===== src/verilog/dcpw_pkg.sv =====
package dcpw_pkg;

  // ----------------------------------------------------------------
  // Field widths and encodings
  // ----------------------------------------------------------------
  localparam int unsigned CNT_W         = 8;
  localparam int unsigned SEL_W         = 2;
  localparam logic [1:0]  SRC_CPU       = 2'h0;
  localparam logic [1:0]  SRC_T0        = 2'h1;
  localparam logic [1:0]  SRC_T1        = 2'h2;
  localparam logic [7:0]  CNT_MAX       = 8'hff;
  localparam logic [7:0]  CMP_ALL_ZERO  = 8'h00;
  localparam logic [7:0]  CMP_ALL_ONE   = 8'hff;
  localparam logic [7:0]  CNT_RESET     = 8'h00;
  localparam logic [2:0]  PRE_RESET     = 3'h0;

endpackage : dcpw_pkg


===== src/verilog/dcpw_unit.sv =====
`timescale 1ns/1ns
module dcpw_unit (
  // Clock and reset
  input  wire logic       mclk,
  input  wire logic       resetn,
  // Configuration and control
  input  wire logic       port_reset_high_option,
  input  wire logic       modulator_run,
  input  wire logic       counter_clear,
  input  wire logic [1:0] clock_source_select,
  input  wire logic [1:0] prescale_select,
  input  wire logic [7:0] channel_compare_value_0,
  input  wire logic [7:0] channel_compare_value_1,
  input  wire logic       channel_output_enable_0,
  input  wire logic       channel_output_enable_1,
  // Timer overflow pulses, same clock domain
  input  wire logic       timer0_overflow,
  input  wire logic       timer1_overflow,
  // Ordinary port latch levels used while a channel is disabled
  input  wire logic       port_latch_0,
  input  wire logic       port_latch_1,
  // Pins and status
  output logic            channel_zero_output,
  output logic            channel_one_output,
  output logic [7:0]      counter_value
);

  // ----------------------------------------------------------------
  // Reset release
  // ----------------------------------------------------------------
  logic [1:0] rst_sync_q;
  logic       rst_n;

  always_ff @(posedge mclk or negedge resetn) begin
    if (!resetn) begin
      rst_sync_q <= 2'h0;
    end else begin
      rst_sync_q <= {rst_sync_q[0], 1'b1};
    end
  end
  assign rst_n = rst_sync_q[1];

  // The reset-high option is a strap, caught once after reset release.
  logic strap_done_q, strap_done_d;
  logic reset_high_q, reset_high_d;

  always_comb begin
    strap_done_d = 1'b1;
    reset_high_d = strap_done_q ? reset_high_q : port_reset_high_option;
  end

  always_ff @(posedge mclk or negedge rst_n) begin
    if (!rst_n) begin
      strap_done_q <= 1'b0;
      reset_high_q <= 1'b0;
    end else begin
      strap_done_q <= strap_done_d;
      reset_high_q <= reset_high_d;
    end
  end

  // ----------------------------------------------------------------
  // Clock source and prescaler
  // ----------------------------------------------------------------
  logic       src_tick;
  logic [2:0] pre_q, pre_d;
  logic       adv;
  logic [2:0] pre_mask;

  function automatic logic [2:0] div_mask(input logic [1:0] sel);
    case (sel)
      2'h0:    div_mask = 3'h0;
      2'h1:    div_mask = 3'h1;
      2'h2:    div_mask = 3'h3;
      default: div_mask = 3'h7;
    endcase
  endfunction : div_mask

  always_comb begin
    case (clock_source_select)
      dcpw_pkg::SRC_CPU: src_tick = 1'b1;
      dcpw_pkg::SRC_T0:  src_tick = timer0_overflow;
      dcpw_pkg::SRC_T1:  src_tick = timer1_overflow;
      default:           src_tick = 1'b0;
    endcase
    pre_mask = div_mask(prescale_select);
    adv   = modulator_run && src_tick && ((pre_q & pre_mask) == pre_mask);
    pre_d = pre_q;
    // Clearing while idle keeps the prescaler phase, so a restart resumes mid-division.
    if (counter_clear || !modulator_run) begin
      pre_d = modulator_run ? dcpw_pkg::PRE_RESET : pre_q;
    end else if (src_tick) begin
      pre_d = 3'((pre_q + 3'h1) & pre_mask);
    end
  end

  // ----------------------------------------------------------------
  // Shared counter and compare buffers
  // ----------------------------------------------------------------
  logic [7:0] cnt_q, cnt_d;
  logic [7:0] buf_q [2];
  logic [7:0] buf_d [2];
  logic       ovf;
  logic [7:0] cmp_in [2];

  assign cmp_in[0] = channel_compare_value_0;
  assign cmp_in[1] = channel_compare_value_1;

  always_comb begin
    ovf   = adv && (cnt_q == dcpw_pkg::CNT_MAX);
    cnt_d = cnt_q;
    if (counter_clear) begin
      cnt_d = dcpw_pkg::CNT_RESET;
    end else if (adv) begin
      cnt_d = 8'(cnt_q + 8'h01);
    end
  end

  always_comb begin
    for (int i = 0; i < 2; i++) begin
      buf_d[i] = ovf ? cmp_in[i] : buf_q[i];
    end
  end

  always_ff @(posedge mclk or negedge rst_n) begin
    if (!rst_n) begin
      cnt_q    <= dcpw_pkg::CNT_RESET;
      pre_q    <= dcpw_pkg::PRE_RESET;
      buf_q[0] <= dcpw_pkg::CMP_ALL_ZERO;
      buf_q[1] <= dcpw_pkg::CMP_ALL_ZERO;
    end else begin
      cnt_q    <= cnt_d;
      pre_q    <= pre_d;
      buf_q[0] <= buf_d[0];
      buf_q[1] <= buf_d[1];
    end
  end

  // ----------------------------------------------------------------
  // Channel levels
  // ----------------------------------------------------------------
  logic [1:0] lvl_q, lvl_d;
  logic [1:0] pin_q, pin_d;
  logic [1:0] oe;
  logic [1:0] latch;

  assign oe    = {channel_output_enable_1, channel_output_enable_0};
  assign latch = {port_latch_1, port_latch_0};

  always_comb begin
    for (int i = 0; i < 2; i++) begin
      lvl_d[i] = lvl_q[i];
      if (adv) begin
        if (buf_d[i] == dcpw_pkg::CMP_ALL_ONE) begin
          lvl_d[i] = 1'b0;
        end else if (buf_d[i] == dcpw_pkg::CMP_ALL_ZERO) begin
          lvl_d[i] = 1'b1;
        end else begin
          lvl_d[i] = (cnt_d < buf_d[i]);
        end
      end
      // hold level while idle; after strap capture lvl_q is only updated on advance.
      // disabled channel shows the port latch
      pin_d[i] = oe[i] ? lvl_q[i] : latch[i];
      if (!strap_done_q) begin
        pin_d[i] = reset_high_d;
      end
    end
  end

  always_ff @(posedge mclk or negedge rst_n) begin
    if (!rst_n) begin
      lvl_q <= 2'h3;
      pin_q <= 2'h0;
    end else begin
      lvl_q <= strap_done_q ? lvl_d : {2{reset_high_d}};
      pin_q <= pin_d;
    end
  end

  logic [7:0] cntout_q;
  always_ff @(posedge mclk or negedge rst_n) begin
    if (!rst_n) begin
      cntout_q <= dcpw_pkg::CNT_RESET;
    end else begin
      cntout_q <= cnt_d;
    end
  end

  assign channel_zero_output = pin_q[0];
  assign channel_one_output  = pin_q[1];
  assign counter_value       = cntout_q;

  // ----------------------------------------------------------------
  // Checks
  // ----------------------------------------------------------------
  a_clear_zeroes_count: assert property (@(posedge mclk) disable iff (!rst_n)
    counter_clear |=> cnt_q == 8'h00)
    else $error("counter not cleared");
  a_idle_holds_count: assert property (@(posedge mclk) disable iff (!rst_n)
    (!modulator_run && !counter_clear) |=> $stable(cnt_q))
    else $error("counter moved while idle");
  a_wrap_to_zero: assert property (@(posedge mclk) disable iff (!rst_n)
    (ovf && !counter_clear) |=> cnt_q == 8'h00)
    else $error("counter did not wrap");
  a_buffer_at_ovf: assert property (@(posedge mclk) disable iff (!rst_n)
    !ovf |=> $stable(buf_q[0]) && $stable(buf_q[1]))
    else $error("buffer changed off overflow");
  a_idle_holds_level: assert property (@(posedge mclk) disable iff (!rst_n)
    (strap_done_q && !modulator_run) |=> $stable(lvl_q))
    else $error("level changed while idle");
  a_ones_low: assert property (@(posedge mclk) disable iff (!rst_n)
    (strap_done_q && adv && buf_d[0] == 8'hff) |=> !lvl_q[0])
    else $error("all ones not low");
  a_zeroes_high: assert property (@(posedge mclk) disable iff (!rst_n)
    (strap_done_q && adv && buf_d[1] == 8'h00) |=> lvl_q[1])
    else $error("all zeroes not high");
  a_match_low: assert property (@(posedge mclk) disable iff (!rst_n)
    (strap_done_q && adv && buf_d[0] != 8'h00 && cnt_d == buf_d[0]) |=> !lvl_q[0])
    else $error("match did not drive low");
  a_pin_follows: assert property (@(posedge mclk) disable iff (!rst_n)
    (strap_done_q && !oe[0]) |=> channel_zero_output == $past(latch[0]))
    else $error("disabled pin not port level");
  a_cpu_every_edge: assert property (@(posedge mclk) disable iff (!rst_n)
    (modulator_run && !counter_clear && clock_source_select == 2'h0
     && prescale_select == 2'h0) |=> cnt_q == 8'($past(cnt_q) + 8'h01))
    else $error("cpu source did not advance");

  // Other-channel mirrors, so both generators are watched alike.
  a_ones1_low: assert property (@(posedge mclk) disable iff (!rst_n)
    (strap_done_q && adv && buf_d[1] == 8'hff) |=> !lvl_q[1])
    else $error("all ones not low on channel one");
  a_zeroes0_high: assert property (@(posedge mclk) disable iff (!rst_n)
    (strap_done_q && adv && buf_d[0] == 8'h00) |=> lvl_q[0])
    else $error("all zeroes not high on channel zero");
  a_match1_low: assert property (@(posedge mclk) disable iff (!rst_n)
    (strap_done_q && adv && buf_d[1] != 8'h00 && cnt_d == buf_d[1]) |=> !lvl_q[1])
    else $error("match did not drive channel one low");
  a_pin1_follows: assert property (@(posedge mclk) disable iff (!rst_n)
    (strap_done_q && !oe[1]) |=> channel_one_output == $past(latch[1]))
    else $error("disabled pin one not port level");

  // A wrap returns every channel high unless its buffer is all ones.
  a_wrap_high0: assert property (@(posedge mclk) disable iff (!rst_n)
    (strap_done_q && ovf && buf_d[0] != 8'hff) |=> lvl_q[0])
    else $error("channel zero not high after overflow");
  a_wrap_high1: assert property (@(posedge mclk) disable iff (!rst_n)
    (strap_done_q && ovf && buf_d[1] != 8'hff) |=> lvl_q[1])
    else $error("channel one not high after overflow");
  a_pin0_level: assert property (@(posedge mclk) disable iff (!rst_n)
    (strap_done_q && oe[0]) |=> channel_zero_output == $past(lvl_q[0]))
    else $error("enabled pin zero not modulated level");
  a_pin1_level: assert property (@(posedge mclk) disable iff (!rst_n)
    (strap_done_q && oe[1]) |=> channel_one_output == $past(lvl_q[1]))
    else $error("enabled pin one not modulated level");

  // Strap capture: the first level after reset and its later stability.
  a_strap_level: assert property (@(posedge mclk) disable iff (!rst_n)
    $rose(strap_done_q) |-> (lvl_q == {2{reset_high_q}} && channel_zero_output == reset_high_q
      && channel_one_output == reset_high_q))
    else $error("reset level does not follow strap");
  a_strap_held: assert property (@(posedge mclk) disable iff (!rst_n)
    strap_done_q |=> $stable(reset_high_q))
    else $error("strap level changed after capture");

  // Source, prescaler and buffer bookkeeping.
  a_no_source: assert property (@(posedge mclk) disable iff (!rst_n)
    (clock_source_select == 2'h3 && !counter_clear) |=> $stable(cnt_q))
    else $error("counter moved with no source");
  a_pre_holds: assert property (@(posedge mclk) disable iff (!rst_n)
    (!src_tick && !counter_clear) |=> $stable(pre_q) && $stable(cnt_q))
    else $error("prescaler moved without a source tick");
  a_count_copy: assert property (@(posedge mclk) disable iff (!rst_n)
    counter_value == cnt_q)
    else $error("counter output differs from counter");
  a_ovf_loads: assert property (@(posedge mclk) disable iff (!rst_n)
    ovf |=> (buf_q[0] == $past(channel_compare_value_0)
      && buf_q[1] == $past(channel_compare_value_1)))
    else $error("buffer not loaded at overflow");
  a_clear_pre: assert property (@(posedge mclk) disable iff (!rst_n)
    (counter_clear && modulator_run) |=> pre_q == dcpw_pkg::PRE_RESET)
    else $error("prescaler not cleared");

endmodule : dcpw_unit


===== config.mk =====
export PLATFORM = sky130hd
export DESIGN_NAME = dcpw_unit
export DESIGN_NICKNAME = d
export VERILOG_FILES = /design/src/verilog/dcpw_pkg.sv /design/src/verilog/dcpw_unit.sv
export SDC_FILE = /design/constraint.sdc
export NUM_CORES = 1
export LEC_CHECK = 0
export ABC_AREA = 1
export ABC_CLOCK_PERIOD_IN_PS = 2400
export BUFFER_PORTS_ARGS = -buffer_cell sky130_fd_sc_hd__buf_2
export CAP_MARGIN = 0
export CORE_MARGIN = 5
export CORE_UTILIZATION = 37
export CTS_BUF_LIST = sky130_fd_sc_hd__clkbuf_8
export DETAILED_ROUTE_END_ITERATION = 10
export SYNTH_ARGS = -nofsm -noshare
export SYNTH_HDL_FRONTEND = slang
export SYNTH_SLANG_ARGS = --single-unit
export TNS_END_PERCENT = 20

===== constraint.sdc =====
create_clock -name mclk -period 2.4 [get_ports mclk]
set_clock_uncertainty 0.2 [all_clocks]
set_input_delay 0.36 -clock mclk [delete_from_list [all_inputs] [get_ports mclk]]
set_output_delay 0.36 -clock mclk [all_outputs]
set_load 0.02 [all_outputs]

# Yosys cells after proc, flatten, opt, wreduce, memory -nomap -nowiden
# Cells that the tools add are included.
# classes
n_addsub,2
order_cmp,2
eq_ne,10
mux,21
n_bitwise,2
n_reduce_logical,11
# op_table
op,count
$mux 8,4
$eq 8x8->1 const B,3
$logic_not 8->1,2
$lt 8x8->1,2
$mux 1,11
$mux 3,3
$pmux 3 s3,1
$add 8x1->8 const B,1
$and 3x3->3,2
$eq 2x1->1 const B,2
$eq 2x2->1 const B,2
$logic_not 2->1,2
$add 3x1->3 const B,1
$eq 3x3->1,1
$logic_and 1x1->1,3
$pmux 1 s3,1
$mux 2,1
$ne 2x1->1 const B,1
$ne 2x2->1 const B,1
$reduce_and 2->1,1
$reduce_bool 2->1,1
$logic_not 1->1,1
$logic_or 1x1->1,1
# totals
reg_bits,35
inputBits,31
word_cells,57

# Logic depth before layout (Yosys ltp)
# logic_depth
ltp_word,12
depth_mapped,21
depth_no_buf,20

# Worst setup path before layout
# Ideal clock, no wire load.
# synth_timing
path_type,input-to-reg
startpoint,input port timer0_overflow
endpoint,register lvl_q[1]
setup_time_ns,0.073
t_arrival_ns,2.507
required_time_ns,2.127
path_slack_ns,-0.380
stages,20
n_path_buf,0
cell_sequence,inv_1 -> nand2_1 -> nand2_1 -> nand2_1 -> nand2_1 -> nor2_4 -> nand2_1 -> nor3b_2 -> nand2_1 -> nor2_1 -> nor2_1 -> a211oi_1 -> ha_1 -> nand2_1 -> nor2_1 -> a211oi_1 -> nand2_1 -> nand2_1 -> nand2_1 -> a21oi_1
# synth_via
elab_chain_len,10
# synth_lines
element,line,rtl
"start, declared",dcpw_unit.sv:17,"input wire logic timer0_overflow,"
$pmux 1 s3,dcpw_unit.sv:80,case (clock_source_select)
$logic_and 1x1->1 (2 in series),dcpw_unit.sv:87,adv = modulator_run && src_tick && ((pre_q & pre_mask) == pre_mask);
$mux 8,dcpw_unit.sv:114,end else if (adv) begin
$mux 8,dcpw_unit.sv:112,if (counter_clear) begin
named net cnt_d[7],dcpw_unit.sv:100,"logic [7:0] cnt_q, cnt_d;"
$lt 8x8->1,dcpw_unit.sv:159,lvl_d[i] = (cnt_d < buf_d[i]);
$mux 1,dcpw_unit.sv:156,end else if (buf_d[i] == dcpw_pkg::CMP_ALL_ZERO) begin
$mux 1,dcpw_unit.sv:154,if (buf_d[i] == dcpw_pkg::CMP_ALL_ONE) begin
$mux 1,dcpw_unit.sv:153,if (adv) begin
$mux 2,dcpw_unit.sv:176,lvl_q <= strap_done_q ? lvl_d : {2{reset_high_d}};
"end signal, assigned",dcpw_unit.sv:176,
"end, declared",dcpw_unit.sv:142,"logic [1:0] lvl_q, lvl_d;"
# The timed path passes the listed nets, and every way through them passes these cells. The select of a mux whose other input is x is not followed.
# A chain may end at the register's enable or synchronous reset.

# Final worst setup path
# layout_timing
startpoint,register pre_q[0]
endpoint,register lvl_q[1]
# layout_via
elab_chain_len,10
# layout_lines
element,line,rtl
"start, declared",dcpw_unit.sv:66,"logic [2:0] pre_q, pre_d;"
"start signal, assigned",dcpw_unit.sv:128,pre_q <= dcpw_pkg::PRE_RESET;
"start signal, assigned",dcpw_unit.sv:133,pre_q <= pre_d;
$and 3x3->3,dcpw_unit.sv:87,
$eq 3x3->1,dcpw_unit.sv:87,
$logic_and 1x1->1,dcpw_unit.sv:87,
$mux 8,dcpw_unit.sv:114,
$mux 8,dcpw_unit.sv:112,
named net cnt_d[7],dcpw_unit.sv:100,
$lt 8x8->1,dcpw_unit.sv:159,
$mux 1,dcpw_unit.sv:156,
$mux 1,dcpw_unit.sv:154,
$mux 1,dcpw_unit.sv:153,
$mux 2,dcpw_unit.sv:176,
# The timed path passes the listed nets, and every way through them passes these cells. The select of a mux whose other input is x is not followed.

==> results.yml <==
timing:
  slew_headroom_pct: 61.7
  rsz0062_at_grt: "true"
  hold_viol: 0
  setup_violations: 2
  fmaxAchievable_mhz: 383
  worst-slew-pin-transition_ns: 0.570
  post-route-period-util_pct: 109
  setup_tns_ns: -0.413
  period_needed_ns: 2.61
  final.setup.worst_slack_ns: -0.208
  drv_slew: 0
floorplan:
  die_h_um: 86.6
  ios: 41
  fp-row-count: 28
  die_x_um: 86.6
  fp.dieArea_um2: 7500
  start_util_pct: 37.3
  coreArea_um2: 5820
drt:
  antenna_left: 0
  vias_per_cell: 4.55
  drt_iter0_drc: 35
  dr.pass1.iters: 4
  route.detailed.drc: 0
  wl_per_cell_um: 11.7
  num_vias: 2023
  totalWireLength_mm: 5.19
final_layout:
  synthToLayoutAreaGrowth_pct: 41.5
  mostFrequentLayoutCell: "nand2_1"
  num_antenna_cells: 0
  nets: 416
  layout-drive-gt1-share_pct: 41.9
  most-common-layout-cells: "61 x nand2_1, 51 x buf_4, 48 x inv_1"
  fill_cells: 579
power:
  power.internal_uw: 844
  p_leak_uw: 0.00169
  peakVddDrop_mv: 0.193
  clkPwrFrac_pct: 33.9
  combPwrFrac_pct: 12.8
  switching_share_pct: 24.7
  power_density_nw_per_um2: 365
  totalPowerFinal_uw: 1120
  p_sw_uw: 276
  p_seq_share_pct: 53.3
setup_path:
  r2r_start: "pre_q[0]"
  slowest_stage: "dfrtp_1"
  worst-path-buf-inv: 2
  critPathKind: "reg -> reg"
  cp_top_family: "simple AND/OR/NAND/NOR gates"
  crit_arrival_ns: 2.62
  r2r_cells: 19
  cp_cell_sequence: "inv_2, o21ai_2, nand3_2, nor2_4, nand2_2, nor3b_4, nand2_2, nor2_1, nor2_1, a211oi_2, buf_4, ha_4, nand2_4, nor2_2, a211oi_2, nand2_1, nand2_1, nand2_1, a21oi_1"
  crit_top_cell: "nand2_1"
  regToRegSetupSlack_ns: -0.21
  critPathLaunchType: "flop"
  end_kind: "flop"
  rr_endpoint: "lvl_q[1]"
  critPathMaxStageDelay_ns: 0.36
  required_ns: 2.41
  cp_max_fo: 3
placement:
  place.gp.congestion: 0.804
  dp_hpwl_mm: 4.13
  io_buffers: 40
global_route:
  grt_max_degree: 33
  grt_overflow_total: 0
  grt_pass1_vias: 1936
  grt_first_pass_wirelength_mm: 8.64
  grt_use_total_pct: 14.7
  grt_antenna_before_repair: 0
synth:
  synth.avg_cell_area_um2: 7.99
  synth_top_area_share_pct: 36.9
  synth_largest_area_cell: "dfrtp_1"
  synth_area_um2: 2170
  synth_area_leaders: "dfrtp_1 37%, nand2_1 11%, ha_1 8.6%"
  ys_seq_area_share_pct: 39.3
  synth_cells: 272
  yosys_warnings: 0
  ys_types: 31
  ys_ff_latch: 34
clocking:
  clkTransAtPathRegs_ns: 0.06
  clkLatencyLatePin_ns: 0.28
  htree_levels: 2
  cts_made_buffers: 5
  cts_tree: "done"
  clk_path_buf_depth: 2
  clock-root-buffer: "clkbuf_8"
  clkSinkCount: 34
flow_run:
  max_cap_viol_count: 0
hold_path:
  worst_hold_path_type: "reg -> async"
outcome:
  violations: "setup timing"
  outcome: "finished with violations"
state kept, by name, indices dropped and copies added, names as in the netlist:
name / cells
counter_value: 8
lvl_q: 2
buf_q: 16
pre_q: 3
rst_sync_q: 2
pin_q: 2
strap_done_q: 1
power groups by stage:
stage	clock (µW)	sequential [µW]	combinational, µW
2_1_floorplan	0	620	52.9
3_3_place_gp	0	606	136
3_5_place_dp	0	607	139
4_1_cts	403	596	144
5_1_grt	424	597	162
6_report	380	597	143
logic make-up (layout without fill, tap and decap cells):
logic type,after synthesis,after routing,synth area share [%]
mux,2,2,0.922
fa+ha+maj,15,15,8.64
buf+inv,57,154,10.9
flops,34,34,39.3
simple gates,128,128,27.9
compound gates,31,31,10.5
xor+xnor,4,4,1.61
other cells,1,2,0.173
through the flow:
step                      utilization [%]  instance area, µm²  worst slack, ns  instances  hold slack, ns
final                                52.8                3070           -0.208        445          0.0564
after global routing                 52.8                3070           -0.416        445           0.133
after CTS                            50.4                2930           -0.382        440          0.0890
after detailed placement             48.1                2800           -0.586        429         -0.0495
after global placement               48.1                2800           -0.558        429         -0.0551
after floorplan                         -                2180           -0.314        273          -0.136
cell usage after synthesis, drive strengths merged:
library cell,instances
nand2,70
inv,53
dfrtp,32
nor2,30
o21ai,20
ha,15
nand3,11
nand4,8
a21oi,7
nor4,4
a211oi,3
buf,3
nor3,3
xor2,3
dfstp,2
mux2i,2
clkbuf,1
conb,1
nand3b,1
nor3b,1
o21bai,1
xnor2,1
layout make-up:
cell class,count,area (µm²),share of cell area (%)
clock buffers,5,68.8,2.24
clock inverters,2,7.51,0.244
repair buffers,94,633,20.6
flip-flops and latches,34,853,27.8
multi-input cells,182,1220,39.6
well taps,75,93.8,3.05
inverters,53,199,6.47
layer usage:
metal	track usage, %	share of wire [%]
met5	0	0
met4	6.37	2.0
met3	2.95	3.9
met2	24.5	49
met1	18.5	45
what timing repair did:
action / in CTS / in global routing
resized for setup: 5 / 20
gates cloned: 0 / 0
setup endpoints to repair: 2 / 2
pin swaps: 11 / 20
hold endpoints to repair: 2 / 0
hold buffers: 1 / 0
setup buffers: 3 / 5
worst max path at each step:
stage | startpoint | end | slack (ns) | depth (start not counted)
6_report | pre_q[0] | lvl_q[1] | -0.21 | 19
5_1_grt | pre_q[0] | lvl_q[0] | -0.42 | 18
4_1_cts | pre_q[0] | lvl_q[0] | -0.38 | 19
3_5_place_dp | prescale_select[1] | lvl_q[1] | -0.59 | 18
3_3_place_gp | prescale_select[1] | lvl_q[0] | -0.56 | 18
2_1_floorplan | timer0_overflow | lvl_q[1] | -0.31 | 20
Power figures use the tool's default switching activity.
